### config.mk
export PLATFORM = sky130hd
export DESIGN_NAME = mmb_bus_ctrl
export DESIGN_NICKNAME = d
export VERILOG_FILES = /design/src/mmb_pkg.sv /design/src/mmb_hold_ctl.sv /design/src/mmb_bus_ctrl.sv
export VERILOG_INCLUDE_DIRS = /design/src
export SDC_FILE = /design/constraint.sdc
export NUM_CORES = 1
export LEC_CHECK = 0
export BUFFER_PORTS_ARGS = -buffer_cell sky130_fd_sc_hd__buf_4
export CORE_UTILIZATION = 52
export DETAILED_ROUTE_END_ITERATION = 10
export PLACE_DENSITY = 0.85
export SLEW_MARGIN = 10
export SYNTH_ARGS = -nofsm -noshare
export SYNTH_HDL_FRONTEND = slang
export SYNTH_SLANG_ARGS = --single-unit
### constraint.sdc
create_clock -name ref_clk_i -period 5.3 [get_ports ref_clk_i]
set_input_delay 1.59 -clock ref_clk_i [delete_from_list [all_inputs] [get_ports ref_clk_i]]
set_output_delay 1.59 -clock ref_clk_i [all_outputs]
set_load 0.01 [all_outputs]
### src/mmb_defines.svh
// Constants for the minimum-mode bus control block.
`ifndef MMB_DEFINES_SVH
`define MMB_DEFINES_SVH

`define MMB_ADDR_W      20
`define MMB_DATA_W      8
`define MMB_CODE_W      3

// Cycle codes as {io_mem, xcvr_direction, cycle_status_0}.
`define MMB_CYC_IRQ_ACK_STROBE_N    3'h4
`define MMB_CYC_IORD    3'h5
`define MMB_CYC_IOWR    3'h6
`define MMB_CYC_HALT    3'h7
`define MMB_CYC_CODE    3'h0
`define MMB_CYC_MEMRD   3'h1
`define MMB_CYC_MEMWR   3'h2
`define MMB_CYC_PASSIVE 3'h3

// Bit positions inside a cycle code.
`define MMB_BIT_IOM     2
`define MMB_BIT_DIR     1
`define MMB_BIT_SS0     0

// Control pin slots in the shared release vector.
`define MMB_PIN_IOM     0
`define MMB_PIN_DIR     1
`define MMB_PIN_EN      2
`define MMB_PIN_SS0     3
`define MMB_PIN_WR      4
`define MMB_PIN_IRQ     5
`define MMB_PIN_COUNT   6

// Level shown by a released control pin, standing in for the weak bus-hold one.
`define MMB_FLOAT_LVL   1'h1

`endif

### src/mmb_pkg.sv
// Types shared by the minimum-mode bus control block.
`include "mmb_defines.svh"

package mmb_pkg;

  typedef enum logic [2:0] {
    ST_IDLE = 3'b000,
    ST_PRE  = 3'b001,
    ST_T1   = 3'b010,
    ST_T2   = 3'b011,
    ST_T3   = 3'b100,
    ST_TW   = 3'b101,
    ST_T4   = 3'b110,
    ST_HALT = 3'b111
  } mmb_state_t;

  typedef logic [`MMB_CODE_W-1:0] mmb_code_t;

  typedef struct packed {
    mmb_state_t             state;
    logic                   half;
    mmb_code_t              code;
    logic [`MMB_ADDR_W-1:0] addr;
    logic [`MMB_DATA_W-1:0] wdata;
    logic [`MMB_DATA_W-1:0] rdata;
    logic                   rsp_valid;
    logic                   released;
  } mmb_regs_t;

endpackage : mmb_pkg

### src/mmb_hold_ctl.sv
// Hold request and acknowledge handshake with an alternate bus master.
`timescale 1ns/1ns

module mmb_hold_ctl
  import mmb_pkg::*;
(
  input  wire logic ref_clk_i,
  input  wire logic rst_i,
  input  wire logic min_mode_i,
  input  wire logic hold_req_i,
  input  wire logic grant_window_i,
  output logic      hold_ack_o
);

  typedef struct packed {
    logic ack;
  } mmb_hold_regs_t;

  mmb_hold_regs_t hold_reg;
  mmb_hold_regs_t hold_next;

  always_comb begin
    hold_next = hold_reg;
    if (!min_mode_i) begin
      hold_next.ack = 1'b0;
    end else if (!hold_ack_o) begin
      if (hold_req_i && grant_window_i) begin
        hold_next.ack = 1'b1;
      end
    end else if (!hold_req_i) begin
      hold_next.ack = 1'b0;
    end
  end

  always_ff @(posedge ref_clk_i or posedge rst_i) begin
    if (rst_i) begin
      hold_reg <= '0;
    end else begin
      hold_reg <= hold_next;
    end
  end

  assign hold_ack_o = hold_reg.ack;

endmodule : mmb_hold_ctl

### src/mmb_bus_ctrl.sv
// Minimum-mode local bus control: strobes, transceiver control, status and hold.
`timescale 1ns/1ns

`include "mmb_defines.svh"

module mmb_bus_ctrl
  import mmb_pkg::*;
(
  input  wire logic                   ref_clk_i,
  input  wire logic                   rst_i,
  input  wire logic                   min_max_strap_i,
  input  wire logic                   req_valid_i,
  input  wire mmb_pkg::mmb_code_t     req_code_i,
  input  wire logic [`MMB_ADDR_W-1:0] req_addr_i,
  input  wire logic [`MMB_DATA_W-1:0] req_wdata_i,
  output logic                        req_ready_o,
  output logic                        rsp_valid_o,
  output logic [`MMB_DATA_W-1:0]      rsp_rdata_o,
  input  wire logic                   bus_ready_i,
  input  wire logic                   hold_req_i,
  output logic                        hold_ack_o,
  output logic                        ale_o,
  output logic [`MMB_ADDR_W-1:0]      addr_o,
  output logic                        addr_oe_n_o,
  output logic [`MMB_DATA_W-1:0]      ad_o,
  output logic                        ad_oe_n_o,
  input  wire logic [`MMB_DATA_W-1:0] ad_i,
  output logic                        io_mem_o,
  output logic                        io_mem_oe_n_o,
  output logic                        xcvr_direction_o,
  output logic                        xcvr_direction_oe_n_o,
  output logic                        xcvr_enable_n_o,
  output logic                        xcvr_enable_n_oe_n_o,
  output logic                        cycle_status_0_o,
  output logic                        cycle_status_0_oe_n_o,
  output logic                        wr_n_o,
  output logic                        wr_n_oe_n_o,
  output logic                        irq_ack_strobe_n_o,
  output logic                        irq_ack_strobe_n_oe_n_o
);

  import mmb_pkg::*;

  ////////////////////////////////////////////////////////////////////////////

  mmb_regs_t st_reg;
  mmb_regs_t st_next;
  logic      min_mode;
  logic      grant_window;
  logic      released;
  logic      is_write;
  logic      is_irq_ack_strobe_n;
  logic      uses_xcvr;
  logic      in_cycle;
  logic      in_data;
  logic      start_ok;
  logic      at_boundary;
  logic      take_cycle;
  logic      t2_late;
  logic      t4_early;
  logic      data_phase;
  logic      wr_window;
  logic      rd_window;
  logic      enable_on;

  logic [`MMB_PIN_COUNT-1:0] ctl_level;
  logic [`MMB_PIN_COUNT-1:0] ctl_pin;
  logic [`MMB_PIN_COUNT-1:0] ctl_oe_n;

  assign min_mode = min_max_strap_i;

  // A cycle may only start, and the bus may only be granted, between cycles.
  assign at_boundary = st_reg.state == ST_IDLE || st_reg.state == ST_T4;

  // first half of T4 or idle
  assign grant_window = !st_reg.half && at_boundary;

  mmb_hold_ctl u_hold (
    .ref_clk_i      (ref_clk_i),
    .rst_i          (rst_i),
    .min_mode_i     (min_mode),
    .hold_req_i     (hold_req_i),
    .grant_window_i (grant_window),
    .hold_ack_o     (hold_ack_o)
  );

  assign released = !min_mode || hold_ack_o || st_reg.released;

  assign is_write  = st_reg.code == `MMB_CYC_MEMWR || st_reg.code == `MMB_CYC_IOWR;
  assign is_irq_ack_strobe_n   = st_reg.code == `MMB_CYC_IRQ_ACK_STROBE_N;
  assign uses_xcvr = st_reg.code != `MMB_CYC_HALT && st_reg.code != `MMB_CYC_PASSIVE;
  assign in_cycle  = st_reg.state != ST_IDLE;
  assign in_data   = st_reg.state == ST_T2 || st_reg.state == ST_T3 || st_reg.state == ST_TW;

  assign start_ok = min_mode && st_reg.half && !hold_ack_o && !hold_req_i && at_boundary;

  // A passive code is accepted but runs no cycle, so no latch strobe goes out.
  assign take_cycle = start_ok && req_valid_i && req_code_i != `MMB_CYC_PASSIVE;

  assign req_ready_o = start_ok;

  ////////////////////////////////////////////////////////////////////////////
  // Each clock state is two clock cycles, so the half bit marks its middle.

  always_comb begin
    st_next           = st_reg;
    st_next.half      = !st_reg.half;
    st_next.rsp_valid = 1'b0;
    if (hold_ack_o) begin
      st_next.released = 1'b1;
    end
    if (!min_mode) begin
      st_next.state = ST_IDLE;
      st_next.half  = 1'b0;
    end else if (st_reg.half) begin
      unique case (st_reg.state)
        ST_IDLE, ST_T4: begin
          st_next.state = ST_IDLE;
          if (st_reg.state == ST_T4) begin
            st_next.code = {st_reg.code[`MMB_BIT_IOM], 2'h3};
          end
          if (take_cycle) begin
            st_next.code     = req_code_i;
            st_next.addr     = req_addr_i;
            st_next.wdata    = req_wdata_i;
            st_next.released = 1'b0;
            st_next.state    = (st_reg.state == ST_T4) ? ST_T1 : ST_PRE;
          end
        end
        ST_PRE:  st_next.state = ST_T1;
        ST_T1:   st_next.state = (st_reg.code == `MMB_CYC_HALT) ? ST_HALT : ST_T2;
        ST_T2:   st_next.state = ST_T3;
        ST_T3, ST_TW: begin
          if (bus_ready_i) begin
            st_next.state = ST_T4;
            if (!is_write) begin
              st_next.rdata     = ad_i;
              st_next.rsp_valid = 1'b1;
            end
          end else begin
            st_next.state = ST_TW;
          end
        end
        ST_HALT: begin
          // A halted bus returns to idle after one clock state, with no hold or request needed.
          st_next.state = ST_IDLE;
        end
      endcase
    end
  end

  always_ff @(posedge ref_clk_i or posedge rst_i) begin
    if (rst_i) begin
      st_reg       <= '0;
      st_reg.state <= ST_IDLE;
      st_reg.code  <= `MMB_CYC_PASSIVE;
    end else begin
      st_reg <= st_next;
    end
  end

  ////////////////////////////////////////////////////////////////////////////
  // Pin decode. Released control pins show the weak one; all released pins drop their enables.

  assign rsp_valid_o = st_reg.rsp_valid;
  assign rsp_rdata_o = st_reg.rdata;

  assign t2_late    = st_reg.state == ST_T2 && st_reg.half;
  assign t4_early   = st_reg.state == ST_T4 && !st_reg.half;
  assign data_phase = in_data || st_reg.state == ST_T4;

  assign wr_window = is_write && (in_data || t4_early);
  assign rd_window = !is_write && (t2_late || st_reg.state == ST_T3
                     || st_reg.state == ST_TW || t4_early);
  assign enable_on = uses_xcvr && in_cycle && (wr_window || rd_window);

  // strobe in first half of T1
  assign ale_o = min_mode && !hold_ack_o && st_reg.state == ST_T1 && !st_reg.half;

  ////////////////////////////////////////////////////////////////////////////
  // Multiplexed lines. A read leaves the byte lanes undriven from T2 to T4,
  // so the device never fights the peripheral that answers it.

  always_comb begin
    addr_o      = st_reg.addr;
    addr_oe_n_o = released;
    ad_o        = st_reg.addr[`MMB_DATA_W-1:0];
    ad_oe_n_o   = released;
    if (!released && data_phase) begin
      if (is_write) begin
        ad_o = st_reg.wdata;
      end else begin
        ad_oe_n_o = 1'b1;
        ad_o      = `MMB_DATA_W'(0);
      end
    end
  end

  ////////////////////////////////////////////////////////////////////////////
  // Control pins. All six share one release rule, so their driven levels
  // are gathered in a vector and floated by one loop.

  always_comb begin
    ctl_level[`MMB_PIN_IOM] = st_reg.code[`MMB_BIT_IOM];
    ctl_level[`MMB_PIN_DIR] = st_reg.code[`MMB_BIT_DIR];
    ctl_level[`MMB_PIN_EN]  = !enable_on;
    ctl_level[`MMB_PIN_SS0] = st_reg.code[`MMB_BIT_SS0];
    ctl_level[`MMB_PIN_WR]  = !(is_write && in_data);
    ctl_level[`MMB_PIN_IRQ] = !(is_irq_ack_strobe_n && in_data);
  end

  generate
    for (genvar pin_idx = 0; pin_idx < `MMB_PIN_COUNT; pin_idx++) begin : g_ctl_pin
      assign ctl_pin[pin_idx]  = released ? `MMB_FLOAT_LVL : ctl_level[pin_idx];
      assign ctl_oe_n[pin_idx] = released;
    end
  endgenerate

  assign io_mem_o                = ctl_pin[`MMB_PIN_IOM];
  assign io_mem_oe_n_o           = ctl_oe_n[`MMB_PIN_IOM];
  assign xcvr_direction_o        = ctl_pin[`MMB_PIN_DIR];
  assign xcvr_direction_oe_n_o   = ctl_oe_n[`MMB_PIN_DIR];
  assign xcvr_enable_n_o         = ctl_pin[`MMB_PIN_EN];
  assign xcvr_enable_n_oe_n_o    = ctl_oe_n[`MMB_PIN_EN];
  assign cycle_status_0_o        = ctl_pin[`MMB_PIN_SS0];
  assign cycle_status_0_oe_n_o   = ctl_oe_n[`MMB_PIN_SS0];
  assign wr_n_o                  = ctl_pin[`MMB_PIN_WR];
  assign wr_n_oe_n_o             = ctl_oe_n[`MMB_PIN_WR];
  assign irq_ack_strobe_n_o      = ctl_pin[`MMB_PIN_IRQ];
  assign irq_ack_strobe_n_oe_n_o = ctl_oe_n[`MMB_PIN_IRQ];

endmodule : mmb_bus_ctrl

==> run metrics <==
initial detailed-routing violation count=84; CP arrival=2.99 ns; Net Count, Synth=about 260; setup ws final=roughly 0.72 ns; quantity of hold-fixing buffers added after cts=0; DRC Markers=8; critical path class=primary input to output pin; cells taking the most area after synthesis=dfrtp_1 44%, mux2_4 15%, buf_4 10%; Max transition margin=between 30% and 40%; diode insertion count for antenna repair=0; cell at the root of the clock tree=clkbuf_8; total instance count after detailed placement=320; die outline area=5040 sq um; setup-violating endpoint count in the final report=0; buffers inserted by post-CTS timing repair=0; Die Ht=71.0 microns; via density per instance=5.25; worst slack at placement=approximately 0.7 ns; power density relative to cell area=roughly 350 nW/um^2; Num CTS Buffers=5; aggregate negative setup slack=0 ns; proportion of layout cells with a drive suffix above 1=53.6%; worst-case clock buffer depth=2; FILL cells=~370; Reg clk slew, reported paths=about 0.08 ns; chain of cells forming the critical path=buf_4 -> nor3b_4 -> o21ai_1 -> nand2_1 -> o21ai_0 -> buf_4; count of buffers inserted at the top-level ports=98; Synth Instances=approximately 210; worst min path class=flop to flop; Layout Skew=approximately 0.0065 ns; starting density of the core=between 50% and 60%; Net count, final=320; result of the run=finished with violations; critical path capture point type=output pin; Peak supply drop=around 0.2 mV; iteration count of the initial detailed-routing pass=7; total wire length after detailed routing=4.91 mm; delay of the slowest critical-path stage=between 0.4 and 0.5 ns; RSZ-0062 raised after global routing=no; post-DR wirelength/cell=between 10 and 15 microns; count of distinct cell types in the synthesized netlist=37; pin count of the biggest net entering global routing=47; non-filler instance count after layout=~330; CTS H-tree depth=2; routability congestion estimate from global placement=approximately 0.85; sequential share of the synthesized area=roughly 47%; antenna violations before repair=0; required time of the critical path=around 3.7 ns; Static Leakage=1.51 nW; Tightest Pin Transition=0.983 ns; CTS tree=yes; netlist area before placement=roughly 2500 sq um; Pins Over Slew Limit=0; number of I/O pins=between 90 and 100; Antenna Violating Nets Remaining=0; flip-flop and latch count after synthesis=46; max-capacitance violation count=0; number of global-route vias before repair=about 1,700; minimum clock period after layout=approximately 4.6 ns; Syn. warnings=0; crit share post-route=just under 90%; max reg flops=20; GRT Overall Usage=between 20% and 30%; area growth from synthesis to layout=23.6%; launching element type of the critical path=primary input; violations in the final reports=DRC; fmax=218 MHz; fraction of post-synthesis cell area in the top cell type by area=between 40 and 50%; total via count after detailed routing=around 1,700; Min Hold Slack=around 0.5 ns; half-perimeter wire length after detailed placement=around 3.5 mm; Core Rows=24; TritonCTS sink count=46; global-route wire length before repair=around 8.0 mm; core outline area=between 4000 and 5000 sq um; CTS resizes=0; post-synthesis cell type with the largest combined area=dfrtp_1; final-report hold violation count=0; Mapped Avg Cell Area=11.6 sq um; CP most frequent cell=buf_4; cell with the largest stage delay on the worst path=o21ai_1; overall die width=approximately 71 microns; gr ovfl total=0; Crit Path Max Fanout=16; clock insertion delay at the later pin of the skew report=~0.3 ns
## layout make-up
type / count / area, sq um / share of cell area [%]
Sequential cell: 46 / 1150 / 37.7
Multi-Input combinational cell: 119 / 982 / 32.1
Timing Repair Buffer: 98 / 736 / 24.0
Clock buffer: 7 / 76.3 / 2.49
Tap cell: 52 / 65.1 / 2.13
Clock inverter: 1 / 30.0 / 0.981
Inverter: 5 / 18.8 / 0.613
## placed cells by master (no fill, tap or decap), drive strengths merged, types with 5 or more instances in the layout
master / count
dfrtp: 44
nor3: 6
inv: 5
buf: 98
clkbuf: 7
mux2: 36
o21ai: 15
nor2: 5
nand2: 25
## worst max-delay path, delay by kind of cell
family	cells	cell delay [ns]
buffers and inverters	2	0.32
AOI/OAI and AO/OA	2	0.53
and+or+nand+nor	2	0.54
## layer usage
metal	routed length (microns)	vias up	global-route usage, %
met3	326	9	4.42
met5	0	-	0
li1	-	823	-
met1	2100	822	27.1
met4	93	0	10.4
met2	2390	68	33.3
## through the flow
step           total power, mW  util [%]  instance area, sq um
6_report                  1.08      68.4                  3060
5_1_grt                   1.13      68.4                  3060
4_1_cts                   1.09      68.4                  3060
3_5_place_dp             0.831      66.1                  2960
3_3_place_gp             0.820      66.1                  2960
2_1_floorplan            0.733         -                  2480
## report_power, final
group	total [mW]	switching, mW	internal (mW)
clock	0.253	0.112	0.141
combinational	0.338	0.129	0.210
sequential	0.485	0.0546	0.430
total	1.08	0.296	0.781
## cell usage after synthesis
master	number
o211a_1	2
o32a_1	2
nor3b_4	1
nor3_4	1
and2_1	2
mux2_2	11
and3b_1	1
or4b_2	1
buf_2	1
dfrtp_1	44
o21bai_1	1
nand3_1	3
dfstp_2	2
o21ai_1	1
nand2b_1	2
clkbuf_1	5
o2bb2ai_1	1
inv_1	5
o22ai_1	1
o31ai_1	1
nand4bb_1	1
mux2_4	25
xor2_1	1
a31oi_1	2
nor3_1	5
nand2_1	25
a21oi_1	2
buf_6	4
a221o_1	1
o311a_1	1
o21ai_0	14
nor2b_1	3
nor3b_1	1
nand2b_2	1
nor2_1	5
buf_4	34
a21boi_0	1
## kinds of logic (layout without fill, tap and decap cells)
family,Yosys count,after routing,share of synthesized area (%)
simple gates,52,52,11.2
buf+inv,49,111,13.8
flops,46,46,46.6
mux,36,36,20.2
compound gates,30,30,7.88
xor+xnor,1,1,0.354
## final timing paths
| path | start | to | slack, ns | cells after the start |
|---|---|---|---|---|
| setup / recovery | min_max_strap_i | ad_o[6] | 0.72 | 6 |
| hold / removal | rsp_rdata_o[1] | rsp_rdata_o[1] | 0.51 | 1 |
| setup reg to reg | st_reg[44] | addr_o[16] | 2.82 | 4 |
| hold reg to reg | rsp_rdata_o[1] | rsp_rdata_o[1] | 0.51 | 1 |
| max in group asynchronous | rst_i | ctl_level[0] | 3.18 | 2 |
| min in group asynchronous | rst_i | rsp_rdata_o[0] | 1.52 | 2 |
Power figures use the tool's default switching activity.
